$ cat src/rtl/rosc_pkg.sv
package rosc_pkg;

  // Receive framing format, one-hot
  typedef enum logic [3:0] {
    FMT_M13  = 4'b0001,
    FMT_CBIT = 4'b0010,
    FMT_G751 = 4'b0100,
    FMT_G832 = 4'b1000
  } rosc_fmt_t;

  // Register byte addresses
  localparam logic [7:0] ADDR_ALARM_BYTE   = 8'h00;
  localparam logic [7:0] ADDR_ALARM_STACK  = 8'h01;
  localparam logic [7:0] ADDR_ALARM_STATUS = 8'h02;
  localparam logic [7:0] ADDR_APP_ID       = 8'h03;
  localparam logic [7:0] ADDR_CNT_STATUS   = 8'h04;
  localparam logic [7:0] ADDR_CNT_INT_EN   = 8'h05;
  localparam logic [7:0] ADDR_GEN_STATUS   = 8'h06;
  localparam logic [7:0] ADDR_CNT_BASE     = 8'h10; // Counter i byte b at base + 4*i + b

  // Field positions
  localparam int STK_VALID_BIT = 1;
  localparam int STK_MORE_BIT  = 0;
  localparam int STS_NE_BIT    = 2;
  localparam int STS_IDLE_BIT  = 1;
  localparam int STS_ITR_BIT   = 0;

  // Counters
  localparam int NUM_CNT  = 8;
  localparam int CNT_PAR  = 0;
  localparam int CNT_DGR  = 1;
  localparam int CNT_LCV  = 7;
  localparam logic [23:0] CNT_MAX_16 = 24'h00ffff;
  localparam logic [23:0] CNT_MAX_24 = 24'hffffff;
  localparam logic [7:0]  CNT_INT_EN_RESET = 8'h00;

  // Alarm code stack
  localparam int STACK_DEPTH = 4;
  localparam int STACK_PW    = 2;

  // Timing
  localparam longint CLK_PERIOD_PS = 4000;
  localparam longint ONE_SEC_PS    = 1000000000000;
  localparam longint ONE_SEC_CYC   = ONE_SEC_PS / CLK_PERIOD_PS;

endpackage : rosc_pkg

$ cat src/rtl/rosc_rx_overhead.sv
module rosc_rx_overhead
  import rosc_pkg::*;
#(
  parameter logic [27:0] ONE_SEC_CYCLES = 28'(ONE_SEC_CYC)
) (
  // Clock, reset, enable
  input  wire logic        clk,
  input  wire logic        nrst,
  input  wire logic        ce,
  // Channel setup
  input  wire logic        chanEn,
  input  wire rosc_fmt_t   rxFormat,
  input  wire logic        repetitiveMode,
  // Alarm channel from the receiver
  input  wire logic        alarmBitStb,
  input  wire logic        alarmBit,
  input  wire logic        alarmMsgDetect,
  input  wire logic        stackPush,
  input  wire logic [5:0]  stackCode,
  input  wire logic        idleCodeStb,
  // Application-id bit, one per frame
  input  wire logic        appIdStb,
  input  wire logic        appIdBit,
  // Parity sources
  input  wire logic        mframeStb,
  input  wire logic        parityMismatch,
  input  wire logic        pBitA,
  input  wire logic        pBitB,
  input  wire logic        frameStb,
  input  wire logic        bipMismatch,
  // Other error events, counters 2..7
  input  wire logic [7:2]  errEvt,
  // Microprocessor register port
  input  wire logic [7:0]  busAddr,
  input  wire logic        busRd,
  input  wire logic        busWr,
  input  wire logic [7:0]  busWrData,
  output logic      [7:0]  busRdData,
  // Interrupt and timer
  output logic             interruptRequestN,
  output logic             oneSecTick
);

  // Saturation point of a counter
  function automatic logic [23:0] cntMax(input int idx);
    cntMax = (idx == CNT_LCV) ? CNT_MAX_24 : CNT_MAX_16;
  endfunction : cntMax

  // Address hit on a counter byte
  function automatic logic cntHit(input logic [7:0] a, input int idx, input int b);
    cntHit = (a == 8'(ADDR_CNT_BASE + 4 * idx + b));
  endfunction : cntHit

  logic              cbit;
  logic              chanEnD;
  logic              chanEnRise;
  logic [7:0]        alarmShift;
  logic [2:0]        alarmBitCnt;
  logic              alarmLoad;
  logic [7:0]        receivedAlarmCodeByte_reg;
  logic [5:0]        stackMem [STACK_DEPTH];
  logic [STACK_PW-1:0] stackRdPtr;
  logic [STACK_PW-1:0] stackWrPtr;
  logic [STACK_PW:0] stackCount;
  logic              stackPop;
  logic              stackCodeValid;
  logic              stackMorePending;
  logic              stackNotEmpty;
  logic              legalSeen;
  logic              alarmChannelIdle_reg;
  logic              alarmByteInterrupt_reg;
  logic [7:0]        appIdShift;
  logic [2:0]        appIdCnt;
  logic [7:0]        appIdChannelByte_reg;
  logic [23:0]       cnt_reg [NUM_CNT];
  logic [15:0]       cntHold_reg [NUM_CNT];
  logic [NUM_CNT-1:0] cntEvt;
  logic [NUM_CNT-1:0] cntRdLow;
  logic [NUM_CNT-1:0] cntStatus_reg;
  logic [NUM_CNT-1:0] cntStatusSet;
  logic [7:0]        cntIntEn_reg;
  logic [27:0]       one_second_interval_timer_reg;
  logic              oneSecFlag_reg;
  logic              rdByte;
  logic              rdStack;
  logic              rdStatus;
  logic              rdCntStatus;
  logic              rdGen;
  logic [7:0]        rdData_next;

  assign cbit       = (rxFormat == FMT_CBIT);
  assign chanEnRise = chanEn & ~chanEnD;

  // Read strobes that carry side effects
  assign rdByte      = busRd && busAddr == ADDR_ALARM_BYTE;
  assign rdStack     = busRd && busAddr == ADDR_ALARM_STACK;
  assign rdStatus    = busRd && busAddr == ADDR_ALARM_STATUS;
  assign rdCntStatus = busRd && busAddr == ADDR_CNT_STATUS;
  assign rdGen       = busRd && busAddr == ADDR_GEN_STATUS;

  // Channel enable edge, used to reinitialise the stack flags
  always_ff @(posedge clk) begin
    if (!nrst) begin
      chanEnD <= 1'b0;
    end else if (ce) begin
      chanEnD <= chanEn;
    end
  end

  // Alarm byte assembly: bits enter from the top so the first lands in bit 0
  assign alarmLoad = cbit && alarmBitStb && alarmBitCnt == 3'h7;
  always_ff @(posedge clk) begin
    if (!nrst) begin
      alarmShift                <= 8'h00;
      alarmBitCnt               <= 3'h0;
      receivedAlarmCodeByte_reg <= 8'h00;
    end else if (ce && cbit && alarmBitStb) begin
      alarmShift  <= {alarmBit, alarmShift[7:1]};
      alarmBitCnt <= alarmBitCnt + 3'h1;
      if (alarmLoad) begin
        receivedAlarmCodeByte_reg <= {alarmBit, alarmShift[7:1]};
      end
    end
  end

  // Alarm-byte interrupt; a set in the read cycle wins over the clear
  always_ff @(posedge clk) begin
    if (!nrst) begin
      alarmByteInterrupt_reg <= 1'b0;
    end else if (ce) begin
      if ((!repetitiveMode && alarmLoad) || (repetitiveMode && cbit && alarmMsgDetect)) begin
        alarmByteInterrupt_reg <= 1'b1;
      end else if (rdByte) begin
        alarmByteInterrupt_reg <= 1'b0;
      end
    end
  end

  // Code word queue; code bits carry no reset, only pointers do
  assign stackPop         = rdStack && stackCount != '0;
  assign stackCodeValid   = stackCount != '0;
  assign stackMorePending = stackCount > (STACK_PW + 1)'(1);
  assign stackNotEmpty    = stackCodeValid;
  always_ff @(posedge clk) begin
    if (ce && stackPush && (stackCount != (STACK_PW + 1)'(STACK_DEPTH) || stackPop)) begin
      stackMem[stackWrPtr] <= stackCode;
    end
  end

  // Queue pointers; words arriving when full are dropped unless a pop frees a slot in the same cycle
  always_ff @(posedge clk) begin
    if (!nrst) begin
      stackRdPtr <= '0;
      stackWrPtr <= '0;
      stackCount <= '0;
    end else if (ce) begin
      if (chanEnRise) begin
        stackRdPtr <= '0;
        stackWrPtr <= '0;
        stackCount <= '0;
      end else begin
        if (stackPush && (stackCount != (STACK_PW + 1)'(STACK_DEPTH) || stackPop)) begin
          stackWrPtr <= stackWrPtr + 1'b1;
        end
        if (stackPop) begin
          stackRdPtr <= stackRdPtr + 1'b1;
        end
        if (stackPush && !stackPop && stackCount != (STACK_PW + 1)'(STACK_DEPTH)) begin
          stackCount <= stackCount + 1'b1;
        end else if (stackPop && !stackPush) begin
          stackCount <= stackCount - 1'b1;
        end
      end
    end
  end

  // Idle detection only after at least one legal code word
  always_ff @(posedge clk) begin
    if (!nrst) begin
      legalSeen            <= 1'b0;
      alarmChannelIdle_reg <= 1'b0;
    end else if (ce) begin
      if (stackPush) begin
        legalSeen <= 1'b1;
      end else if (idleCodeStb) begin
        legalSeen <= 1'b0;
      end
      if (cbit && idleCodeStb && legalSeen) begin
        alarmChannelIdle_reg <= 1'b1;
      end else if (rdStatus) begin
        alarmChannelIdle_reg <= 1'b0;
      end
    end
  end

  // Application-id byte from eight frames, earliest bit in bit 0
  always_ff @(posedge clk) begin
    if (!nrst) begin
      appIdShift           <= 8'h00;
      appIdCnt             <= 3'h0;
      appIdChannelByte_reg <= 8'h00;
    end else if (ce && cbit && appIdStb) begin
      appIdShift <= {appIdBit, appIdShift[7:1]};
      appIdCnt   <= appIdCnt + 3'h1;
      if (appIdCnt == 3'h7) begin
        appIdChannelByte_reg <= {appIdBit, appIdShift[7:1]};
      end
    end
  end

  // Counter increment sources
  always_comb begin
    cntEvt         = {errEvt, 2'b00};
    cntEvt[CNT_PAR] = (rxFormat != FMT_G751 && rxFormat != FMT_G832 && mframeStb
                       && (parityMismatch || (pBitA != pBitB)))
                      || (rxFormat == FMT_G832 && frameStb && bipMismatch);
    cntEvt[CNT_DGR] = mframeStb && (pBitA != pBitB);
  end

  // Low-byte reads of each counter
  always_comb begin
    for (int i = 0; i < NUM_CNT; i++) begin
      cntRdLow[i] = busRd && cntHit(busAddr, i, 0);
    end
  end

  // Counters: clear on low-byte read, saturate or wrap per interrupt enable
  always_ff @(posedge clk) begin
    if (!nrst) begin
      for (int i = 0; i < NUM_CNT; i++) begin
        cnt_reg[i]     <= 24'h000000;
        cntHold_reg[i] <= 16'h0000;
      end
    end else if (ce) begin
      for (int i = 0; i < NUM_CNT; i++) begin
        if (cntRdLow[i]) begin
          cntHold_reg[i] <= cnt_reg[i][23:8];
          cnt_reg[i]     <= {23'h000000, cntEvt[i]};
        end else if (cntEvt[i]) begin
          if (cnt_reg[i] != cntMax(i)) begin
            cnt_reg[i] <= cnt_reg[i] + 24'h000001;
          end else if (cntIntEn_reg[i]) begin
            cnt_reg[i] <= 24'h000000;
          end
        end
      end
    end
  end

  // Overflow indication: saturation and wrap share the status bit
  always_comb begin
    for (int i = 0; i < NUM_CNT; i++) begin
      cntStatusSet[i] = cntEvt[i] && !cntRdLow[i] && cnt_reg[i] == cntMax(i);
    end
  end

  // Counter status and enable; set wins over the read clear
  always_ff @(posedge clk) begin
    if (!nrst) begin
      cntStatus_reg <= 8'h00;
      cntIntEn_reg  <= CNT_INT_EN_RESET;
    end else if (ce) begin
      cntStatus_reg <= (rdCntStatus ? 8'h00 : cntStatus_reg) | cntStatusSet;
      if (busWr && busAddr == ADDR_CNT_INT_EN) begin
        cntIntEn_reg <= busWrData;
      end
    end
  end

  // Interrupt pin for set status bits of enabled counters, i.e. the wrapping ones; saturating counters raise none
  always_ff @(posedge clk) begin
    if (!nrst) begin
      interruptRequestN <= 1'b1;
    end else if (ce) begin
      interruptRequestN <= ~|(cntStatus_reg & cntIntEn_reg);
    end
  end

  // One-second interval timer; valid only with saturating counters
  always_ff @(posedge clk) begin
    if (!nrst) begin
      one_second_interval_timer_reg     <= 28'h0000000;
      oneSecTick     <= 1'b0;
      oneSecFlag_reg <= 1'b0;
    end else if (ce) begin
      oneSecTick <= 1'b0;
      if (one_second_interval_timer_reg == ONE_SEC_CYCLES - 28'h0000001) begin
        one_second_interval_timer_reg     <= 28'h0000000;
        oneSecTick     <= 1'b1;
        oneSecFlag_reg <= 1'b1;
      end else begin
        one_second_interval_timer_reg <= one_second_interval_timer_reg + 28'h0000001;
        if (rdGen) begin
          oneSecFlag_reg <= 1'b0;
        end
      end
    end
  end

  // Read mux; unmapped addresses return zero
  always_comb begin
    rdData_next = 8'h00;
    case (busAddr)
      ADDR_ALARM_BYTE:   rdData_next = receivedAlarmCodeByte_reg;
      ADDR_ALARM_STACK:  rdData_next = {stackMem[stackRdPtr], stackCodeValid, stackMorePending};
      ADDR_ALARM_STATUS: rdData_next = {5'h00, stackNotEmpty, alarmChannelIdle_reg,
                                        alarmByteInterrupt_reg};
      ADDR_APP_ID:       rdData_next = appIdChannelByte_reg;
      ADDR_CNT_STATUS:   rdData_next = cntStatus_reg;
      ADDR_CNT_INT_EN:   rdData_next = cntIntEn_reg;
      ADDR_GEN_STATUS:   rdData_next = {7'h00, oneSecFlag_reg};
      default: begin
        for (int i = 0; i < NUM_CNT; i++) begin
          if (cntHit(busAddr, i, 0)) rdData_next = cnt_reg[i][7:0];
          if (cntHit(busAddr, i, 1)) rdData_next = cntHold_reg[i][7:0];
          if (i == CNT_LCV && cntHit(busAddr, i, 2)) rdData_next = cntHold_reg[i][15:8];
        end
      end
    endcase
  end

  // Read data registered one cycle after the strobe
  always_ff @(posedge clk) begin
    if (!nrst) begin
      busRdData <= 8'h00;
    end else if (ce && busRd) begin
      busRdData <= rdData_next;
    end
  end

  // Overflow checks for every counter, saturating and wrapping alike
  for (genvar g = 0; g < NUM_CNT; g++) begin : gCntChk

  end
endmodule : rosc_rx_overhead

$ cat config.mk
export PLATFORM = sky130hd
export DESIGN_NAME = rosc_rx_overhead
export DESIGN_NICKNAME = d
export VERILOG_FILES = /design/src/rtl/rosc_pkg.sv /design/src/rtl/rosc_rx_overhead.sv
export SDC_FILE = /design/constraint.sdc
export NUM_CORES = 1
export LEC_CHECK = 0
export BUFFER_PORTS_ARGS = -buffer_cell sky130_fd_sc_hd__buf_2
export CORE_ASPECT_RATIO = 0.8
export CORE_MARGIN = 4
export CORE_UTILIZATION = 55
export CTS_BUF_LIST = sky130_fd_sc_hd__clkbuf_8 sky130_fd_sc_hd__clkbuf_16
export DETAILED_ROUTE_END_ITERATION = 8
export PLACE_DENSITY = 0.78
export SLEW_MARGIN = 20
export SYNTH_ARGS = -nofsm -noshare
export SYNTH_HDL_FRONTEND = slang
export SYNTH_SLANG_ARGS = --single-unit
$ cat constraint.sdc
create_clock -name clk -period 3.6 [get_ports clk]
set_input_delay 0.18 -clock clk [delete_from_list [all_inputs] [get_ports clk]]
set_output_delay 0.18 -clock clk [all_outputs]
set_load 0.05 [all_outputs]
==> impl_metrics.yaml, run 1 <==
outcome:
  status: "finished clean"
critical_path:
  cp.depth: 7
  arrival_ps: 3240
  startpoint: "cnt_reg[1][1]"
  cp-start-kind: "register"
  criticalPathCategory: "reg2reg"
  cp_common_cell: "nand3_1"
  worstPathMaxFanout: 21
  worstRegToRegCells: 7
  path_cells: "ha_1 > nand3_1 > nor3b_1 > nor2b_1 > nand3_1 > nand2_1 > nor2_1"
  r2r-end: "cnt_reg[1][10]"
  cpPeakStageDelay_ps: 600
  rrSetupSlack_ps: 620
  slowest_stage: "nor3b_1"
  r2r_start: "cnt_reg[1][1]"
  critPathCapture: "cnt_reg[1][10]"
  end_kind: "register"
  cp_top_family: "simple AND/OR/NAND/NOR gates"
  critPathRequiredTime_ps: 3860
  crit_buf_inv: 0
logic_synthesis:
  synthArstFlopShare_pct: 0
  synth.area.top_cells: "edfxtp_1 (42%), dfxtp_1 (10%), nor2_1 (5.3%), xor2_1 (5.2%), xnor2_1 (3.5%)"
  yosys.area.top_type: "edfxtp_1"
  syn_area_um2: 20400
  synth.avg_cell_area_um2: 10.3
  syn_inst: 1974
  synth_seq_area_share_pct: 52.6
  ys_seq_elements: 392
  synthFlopType: "edfxtp_1"
  netlist-cell-type-count: 78
  synth_top_area_share_pct: 42.4
  syn_nets: 2047
  synth_edf_count: 288
  synth_warnings: 0
placement:
  placed_cells_incl_taps: 2482
  portBuffers: 61
  dp_hpwl_um: 39400
  gp_congestion: 1.06
  placed_area_um2: 21400
power_and_ir_drop:
  p_sw_w: 0.00243
  peakVddDrop_mv: 0.444
  p_sw_share_pct: 24.4
  power_frac_comb_pct: 7.4
  seqPwrFrac_pct: 52.7
  cell_internal_pwr_w: 0.00755
  finalPower_w: 0.00998
  leakage_nw: 8.09
  clkPwrFrac_pct: 40.0
  p_per_area_nw_per_um2: 436
route:
  routed.top_layer: "met5"
  drtIter0Drc: 1982
  met2RoutedLength_um: 23800
  route.detailed.drc: 0
  wire_per_inst_um: 21.3
  wl_met3_um: 5710
  final_antenna_net_count: 0
  vias: 15900
  routed_wirelength_um: 55000
  firstDrtPassIters: 6
  wl_met1_um: 23600
  via_per_inst: 6.14
grt:
  grt-ovfl-total: 0
  antenna_found_initial: 3
  globalRouteTotalUtil_pct: 26.8
  grt_pass1_wl_um: 86400
  grt_pass1_vias: 15400
  grt_max_degree: 106
layout:
  final_cells: 2584
  design_area_um2: 22900
  synthToLayoutAreaGrowth_pct: 12.1
  layout-drive-gt1-share_pct: 9.51
  layout.nets: 2143
  largest_reg_flops: 192
  final_cell_mix: "nor2_1 (288), edfxtp_1 (288), nand2_1 (154), xor2_1 (122), nand3_1 (111)"
sta:
  fin_crit_sh_pct: 82.9
  slew_headroom_pct: 27.8
  worst_pin_slew_ps: 1080
  hold_violations: 0
  max_clock_freq_mhz: 335
  fin_skew_ps: 26.9
  tns_ps: 0
  period_needed_ps: 2980
  rsz0062_at_grt: "false"
  final_max_slew_viol_count: 0
  setup-violations-final: 0
clock_tree:
  cts_setup_buffers: 0
  worstSkewPairLatency_ps: 560
  postCtsResizedCells: 0
  tritoncts: "yes"
  numCtsBuffers: 40
  cts_max_path_buffers: 3
  clock-sinks: 392
  clk_pin_slew_ps: 60
  htree_levels: 2
  clockRootBuffer: "clkbuf_16"
hold_path:
  min_from: "mframeStb"
  hold_path_class: "in2reg"
run:
  maxCapViolCount: 0
floorplanning:
  rows: 62
  die_x_um: 223
  coreArea_um2: 36200
  die_h_um: 180
  start_util_pct: 56.4
  pin_count: 62
  die-area_um2: 40300
## power groups by stage
| stage | Combinational [W] | Sequential [W] | Clock [W] |
|---|---|---|---|
| final | 0.000735 | 0.00526 | 0.00399 |
| after global routing | 0.000795 | 0.00528 | 0.00424 |
| after CTS | 0.000721 | 0.00525 | 0.00405 |
| after detailed placement | 0.000694 | 0.00534 | 0 |
| after global placement | 0.000683 | 0.00533 | 0 |
| after floorplan | 0.000463 | 0.00528 | 0 |
## cells by family (layout without fill, tap and decap cells)
group	Yosys count	in the layout	synth area share, %
buffers and inverters	114	242	2.31
multiplexers	53	53	3.11
XOR/XNOR	203	203	8.71
flip-flops	392	392	52.6
AND/OR/NAND/NOR	922	922	23.0
other	0	2	0
AO/OA/AOI/OAI	269	269	9.06
adder cells (fa/ha/maj)	21	21	1.29
## per-layer routing
metal / global-route usage [%] / up-vias
li1: - / 7366
met1: 38.4 / 7645
met2: 39.7 / 717
met3: 7.48 / 126
met4: 8.75 / 2
met5: 0 / -
## worst min-delay path by stage
stage | end | slack, ps | depth (start not counted)
after floorplan | stackMem[0][0] | 280 | 0
after global placement | stackMem[0][0] | 400 | 1
after detailed placement | stackMem[0][4] | 400 | 1
after CTS | cnt_reg[1][72] | 5 | 3
after global routing | cnt_reg[1][72] | 10 | 3
final | cnt_reg[0][24] | 20 | 2
## timing repair
| action | in CTS | in global routing |
|---|---|---|
| setup endpoints to repair | 0 | 0 |
| hold buffers | 26 | 0 |
| hold endpoints to repair | 49 | 0 |
## final cells by class
type                            instances  area (um^2)
Sequential cell                       392        10700
Multi-Input combinational cell       1468         9250
Timing Repair Buffer                  135          926
Clock inverter                         29          171
Tap cell                              480          601
Antenna cell                            2         5.00
Inverter                               33          124
Clock buffer                           45         1080
Fill cell                            2888        13300
## worst register-to-register path, cell delays in order (launching register included)
cell,delay [ps]
edfxtp_1,420
ha_1,210
nand3_1,150
nor3b_1,600
nor2b_1,460
nand3_1,180
nand2_1,550
nor2_1,140
## stage by stage
stage	hold WS [ps]	util, %	setup WS [ps]
global route	14.3	63.2	394
finish	23.3	63.2	617
floorplan	279	-	283
CTS	4.81	63.1	659
detailed placement	404	59.0	664
global placement	398	59.0	807
## synthesized netlist by cell type, types with 9 or more instances
master	instances
ha_1	21
nor3_1	22
nand3_1	111
or3_1	9
a22oi_1	13
o22ai_1	13
dfxtp_1	104
a21oi_1	46
nand4_1	55
a211oi_1	10
mux2i_1	42
nor2b_1	45
a21boi_0	25
xnor2_1	81
inv_1	31
o21ai_0	63
nor4_1	21
buf_2	23
nor2_1	288
and2_1	89
o21a_1	11
clkbuf_1	50
nand2b_1	16
nand2_1	154
edfxtp_1	288
and4_1	27
and3_1	45
xor2_1	122
Power figures use the tool's default switching activity.
==> inputs of run 2 (changes only) <==
==> constraint.sdc (replaced) <==
create_clock -name clk -period 3 [get_ports clk]
set_input_delay 0.15 -clock clk [delete_from_list [all_inputs] [get_ports clk]]
set_output_delay 0.15 -clock clk [all_outputs]
set_load 0.05 [all_outputs]
==> run 2 against run 1 <==
  * Sequential share of layout area shrank 0.50 points
  * Register-to-register slack lost 180 ps
  * Routed wire length grew 1.5%
  * Clock power grew 16%
  * Flip-flop and latch count is the same
  * Final area grew 1.1%
  * Clock-buffer cell count is the same
  * Non-clock buffer count grew 30
  * Via count grew 0.56%
  * Global-route usage grew 0.29 points
  * Critical endpoint is now cnt_reg[1][78]
==> impl_metrics.yaml, run 2 (synthesis gave the netlist of run 1 again) <==
placement:
  dp_hpwl_um: 40400
  portBuffers: 61
  dp_slack_ps: 309
  gp_congestion: 1.06
power_and_ir_drop:
  leakage_nw: 8.27
  peakVddDrop_mv: 0.456
  p_per_area_nw_per_um2: 513
critical_path:
  critPathRequiredTime_ps: 3200
  end_kind: "register"
  cp_common_cell: "nand3_1"
  worstPathMaxFanout: 24
  slowest_stage: "edfxtp_1"
  arrival_ps: 2760
  criticalPathCategory: "reg2reg"
  cp-start-kind: "register"
  path_cells: "ha_1 > nand3_1 > nor2_1 > nand3_1 > nor4_1 > and4_1 > or3_1 > buf_4"
  cpPeakStageDelay_ps: 410
sta:
  hold_violations: 0
  fin_crit_sh_pct: 85.5
  fin_skew_ps: 12.6
  rsz0062_at_grt: "false"
  tns_ps: 0
  worst_slack_ps: 436
  max_clock_freq_mhz: 390
  worst_pin_slew_ps: 849
  final_max_slew_viol_count: 0
  setup-violations-final: 0
  slew_headroom_pct: 43.4
  period_needed_ps: 2560
clock_tree:
  worstSkewPairLatency_ps: 530
  cts_max_path_buffers: 3
  htree_levels: 2
  tritoncts: "yes"
  cts_hold_buffers: 26
  cts_setup_buffers: 0
  numCtsBuffers: 40
  clockRootBuffer: "clkbuf_16"
  postCtsResizedCells: 0
  clk_pin_slew_ps: 60
  clock-sinks: 392
route:
  drtIter0Drc: 1962
  wire_per_inst_um: 21.4
  routed_wirelength_um: 55800
  route.detailed.drc: 0
  vias: 15900
  firstDrtPassIters: 6
  final_antenna_net_count: 0
  via_per_inst: 6.11
grt:
  use_met3_pct: 6.99
  met2_usage_pct: 40.1
  top_usage_layer: "met2"
  globalRouteTotalUtil_pct: 27.1
  grt_max_degree: 66
  antenna_found_initial: 1
  grt_pass1_wl_um: 86800
  met1_usage_pct: 39.5
  grt_pass1_vias: 15100
  grt-ovfl-total: 0
hold_path:
  hold_path_class: "in2reg"
run:
  maxCapViolCount: 0
layout:
  synthToLayoutAreaGrowth_pct: 13.3
  largest_reg_flops: 192
  multi_input_area_um2: 9240
  n_fill_cell: 2758
  utilization_pct: 63.8
  final_cell_mix: "nor2_1 (288), edfxtp_1 (288), nand2_1 (154), xor2_1 (122), nand3_1 (111)"
  seqCellArea_um2: 10700
  layout.nets: 2173
  layout-drive-gt1-share_pct: 10.6
floorplanning:
  start_util_pct: 56.4
  pin_count: 62
  die-area_um2: 40300
  die_h_um: 180
  coreArea_um2: 36200
  die_x_um: 223
  rows: 62
outcome:
  status: "finished clean"
## run 2: final timing paths
kind                                startpoint              to  slack, ps  depth (start not counted)
worst min-delay path                 errEvt[4]   cnt_reg[1][0]         20                          3
worst max-delay path            cnt_reg[1][72]  cnt_reg[1][78]        440                          8
worst min register to register   alarmShift[1]   alarmShift[1]        460                          2
worst max register to register  cnt_reg[1][72]  cnt_reg[1][78]        440                          8
## run 2: area by class of cell
cell class	instances	share of cell area [%]
repair buffers	165	5.30
clock inverters	27	0.503
well taps	480	2.60
clock buffers	45	4.72
diodes	1	0.0108
multi-input cells	1468	39.9
flip-flops and latches	392	46.4
inverters	33	0.536
## run 2: layer usage
| metal | routed length, um | up-vias | part of all wire [%] |
|---|---|---|---|
| li1 | - | 7426 | - |
| met3 | 5430 | 117 | 9.7 |
| met2 | 24200 | 708 | 43 |
| met4 | 1710 | 0 | 3.1 |
| met5 | 0 | - | 0 |
| met1 | 24500 | 7694 | 44 |
## run 2: worst max-delay path, delay by kind of cell, from the launching register on
| family | cells | cell delay [ps] |
|---|---|---|
| simple gates | 6 | 1280 |
| fa+ha+maj | 1 | 210 |
| flops | 1 | 410 |
| buf+inv | 1 | 320 |
## run 2: report_power, final
part,switching [W],internal [W]
Clock,0.00204,0.00260
Sequential,0.000250,0.00605
Combinational,0.000570,0.000359
## run 2: metrics by stage
stage,std cells,total power [W],hold slack (ps),instance area [um^2]
after floorplan,1974,0.00689,249,20400
after global placement,2512,0.00725,367,21700
after detailed placement,2512,0.00728,373,21700
after CTS,2610,0.0119,7.28,23100
after global routing,2611,0.0123,18.9,23100
final,2611,0.0119,23.1,23100
==> inputs of run 3 (changes only) <==
==> constraint.sdc (replaced) <==
create_clock -name clk -period 3.25 [get_ports clk]
set_input_delay 0.1625 -clock clk [delete_from_list [all_inputs] [get_ports clk]]
set_output_delay 0.1625 -clock clk [all_outputs]
set_load 0.05 [all_outputs]
==> run 3 against run 2 <==
  * Critical path depth shrank 1
  * Register-to-register slack lost 70 ps
  * Flip-flop and latch count unchanged
  * Total power decreased by 6.2%
  * Clock-buffer cell count decreased by 3
  * Cell count fell by 0.77%
  * Critical endpoint is now cnt_reg[1][83]
==> impl_metrics.yaml, run 3 (synthesis gave the netlist of run 1 again) <==
outcome:
  status: "finished clean"
clock_tree:
  worstSkewPairLatency_ps: 550
  numCtsBuffers: 39
  clk_pin_slew_ps: 60
  cts_max_path_buffers: 3
  htree_levels: 2
  tritoncts: "yes"
  cts_setup_buffers: 0
  clock-sinks: 392
  clockRootBuffer: "clkbuf_16"
power_and_ir_drop:
  leakage_nw: 8.16
  finalPower_w: 0.0111
  peakVddDrop_mv: 0.515
  p_per_area_nw_per_um2: 484
layout:
  synthToLayoutAreaGrowth_pct: 12.7
  largest_reg_flops: 192
  final_cell_mix: "nor2_1 (288), edfxtp_1 (288), nand2_1 (154), xor2_1 (122), nand3_1 (111)"
  utilization_pct: 63.5
  layout-drive-gt1-share_pct: 9.82
  final_cells: 2591
  layout.nets: 2152
route:
  route.detailed.drc: 0
  final_antenna_net_count: 0
  firstDrtPassIters: 6
  drtIter0Drc: 2012
  wire_per_inst_um: 22.0
  vias: 15900
  via_per_inst: 6.13
  routed_wirelength_um: 57100
sta:
  setup-violations-final: 0
  max_clock_freq_mhz: 347
  tns_ps: 0
  final_max_slew_viol_count: 0
  slew_headroom_pct: 43.5
  period_needed_ps: 2880
  rsz0062_at_grt: "false"
  fin_crit_sh_pct: 88.6
  worst_pin_slew_ps: 846
  hold_violations: 0
  fin_skew_ps: 30.9
grt:
  grt_pass1_wl_um: 87900
  antenna_found_initial: 3
  grt_pass1_vias: 15400
  globalRouteTotalUtil_pct: 27.5
  grt_max_degree: 106
  grt-ovfl-total: 0
floorplanning:
  die_x_um: 223
  start_util_pct: 56.4
  die_h_um: 180
  pin_count: 62
  coreArea_um2: 36200
  rows: 62
  die-area_um2: 40300
critical_path:
  arrival_ps: 3080
  critPathRequiredTime_ps: 3450
  path_cells: "ha_1 > nand3_1 > nor2_1 > nand3_1 > nor4_1 > nor2_1 > or3_2"
  cp_top_family: "simple AND/OR/NAND/NOR gates"
  rrSetupSlack_ps: 370
  cpPeakStageDelay_ps: 760
  cp.depth: 7
  crit_buf_inv: 0
  cp-start-kind: "register"
  slowest_stage: "or3_2"
  worstRegToRegCells: 7
  criticalPathCategory: "reg2reg"
  end_kind: "register"
  worstPathMaxFanout: 24
placement:
  placed_cells_incl_taps: 2491
  gp_congestion: 1.01
  dp_hpwl_um: 41000
  portBuffers: 61
run:
  maxCapViolCount: 0
hold_path:
  hold_path_class: "in2reg"
  whs_path_depth: 3
run 3: changes by cell type in the layout (fill, tap and decap cells not counted), sizes merged:
cell / before / now
bufinv: 0 / 3
inv: 46 / 44
diode: 1 / 2
dlygate4sd3: 26 / 27
clkbuf: 45 / 42
clkinv: 14 / 15
buf: 139 / 118
run 3: report_power, final:
| group | total, W | internal [W] | switching, W |
|---|---|---|---|
| combinational | 0.000844 | 0.000316 | 0.000528 |
| clock | 0.00446 | 0.00255 | 0.00191 |
| sequential | 0.00582 | 0.00559 | 0.000234 |
run 3: final timing paths:
path                  startpoint             end
setup / recovery  cnt_reg[1][72]  cnt_reg[1][83]
hold / removal         errEvt[7]  cnt_reg[1][72]
setup reg to reg  cnt_reg[1][72]  cnt_reg[1][83]
hold reg to reg    alarmShift[1]   alarmShift[1]
run 3: timing repair:
item	4_1_cts	5_1_grt
endpoints found under the hold margin	53	0
gates resized for setup	0	1
hold buffers	27	0
endpoints found under the setup margin	0	24
run 3: layout make-up:
class / instances / area, um^2
diodes: 2 / 5.00
clock buffers: 42 / 1040
clock inverters: 29 / 216
fillers: 2845 / 13200
inverters: 33 / 124
multi-input cells: 1468 / 9240
flip-flops and latches: 392 / 10700
well taps: 480 / 601
repair buffers: 145 / 1040
run 3: layer usage:
layer / part of all wire (%) / vias to the layer above / GRT usage [%]
met5: 0.023 / - / 0
met4: 3.2 / 2 / 8.38
met3: 9.8 / 132 / 7.21
met2: 43 / 713 / 41.0
met1: 44 / 7679 / 39.8
li1: - / 7368 / -
run 3: tightest hold or removal path: stages:
cell and delay [ps]:
buf_2 130, nand2_1 70, a211oi_1 50
run 3: stage by stage:
step / hold slack, ps / setup WS (ps) / area, um^2
finish: 35.2 / 370 / 23000
global route: 31.6 / 179 / 23000
CTS: 15.1 / 204 / 23000
detailed placement: 383 / 224 / 21500
global placement: 378 / 263 / 21500
floorplan: 261 / 3.27 / 20400
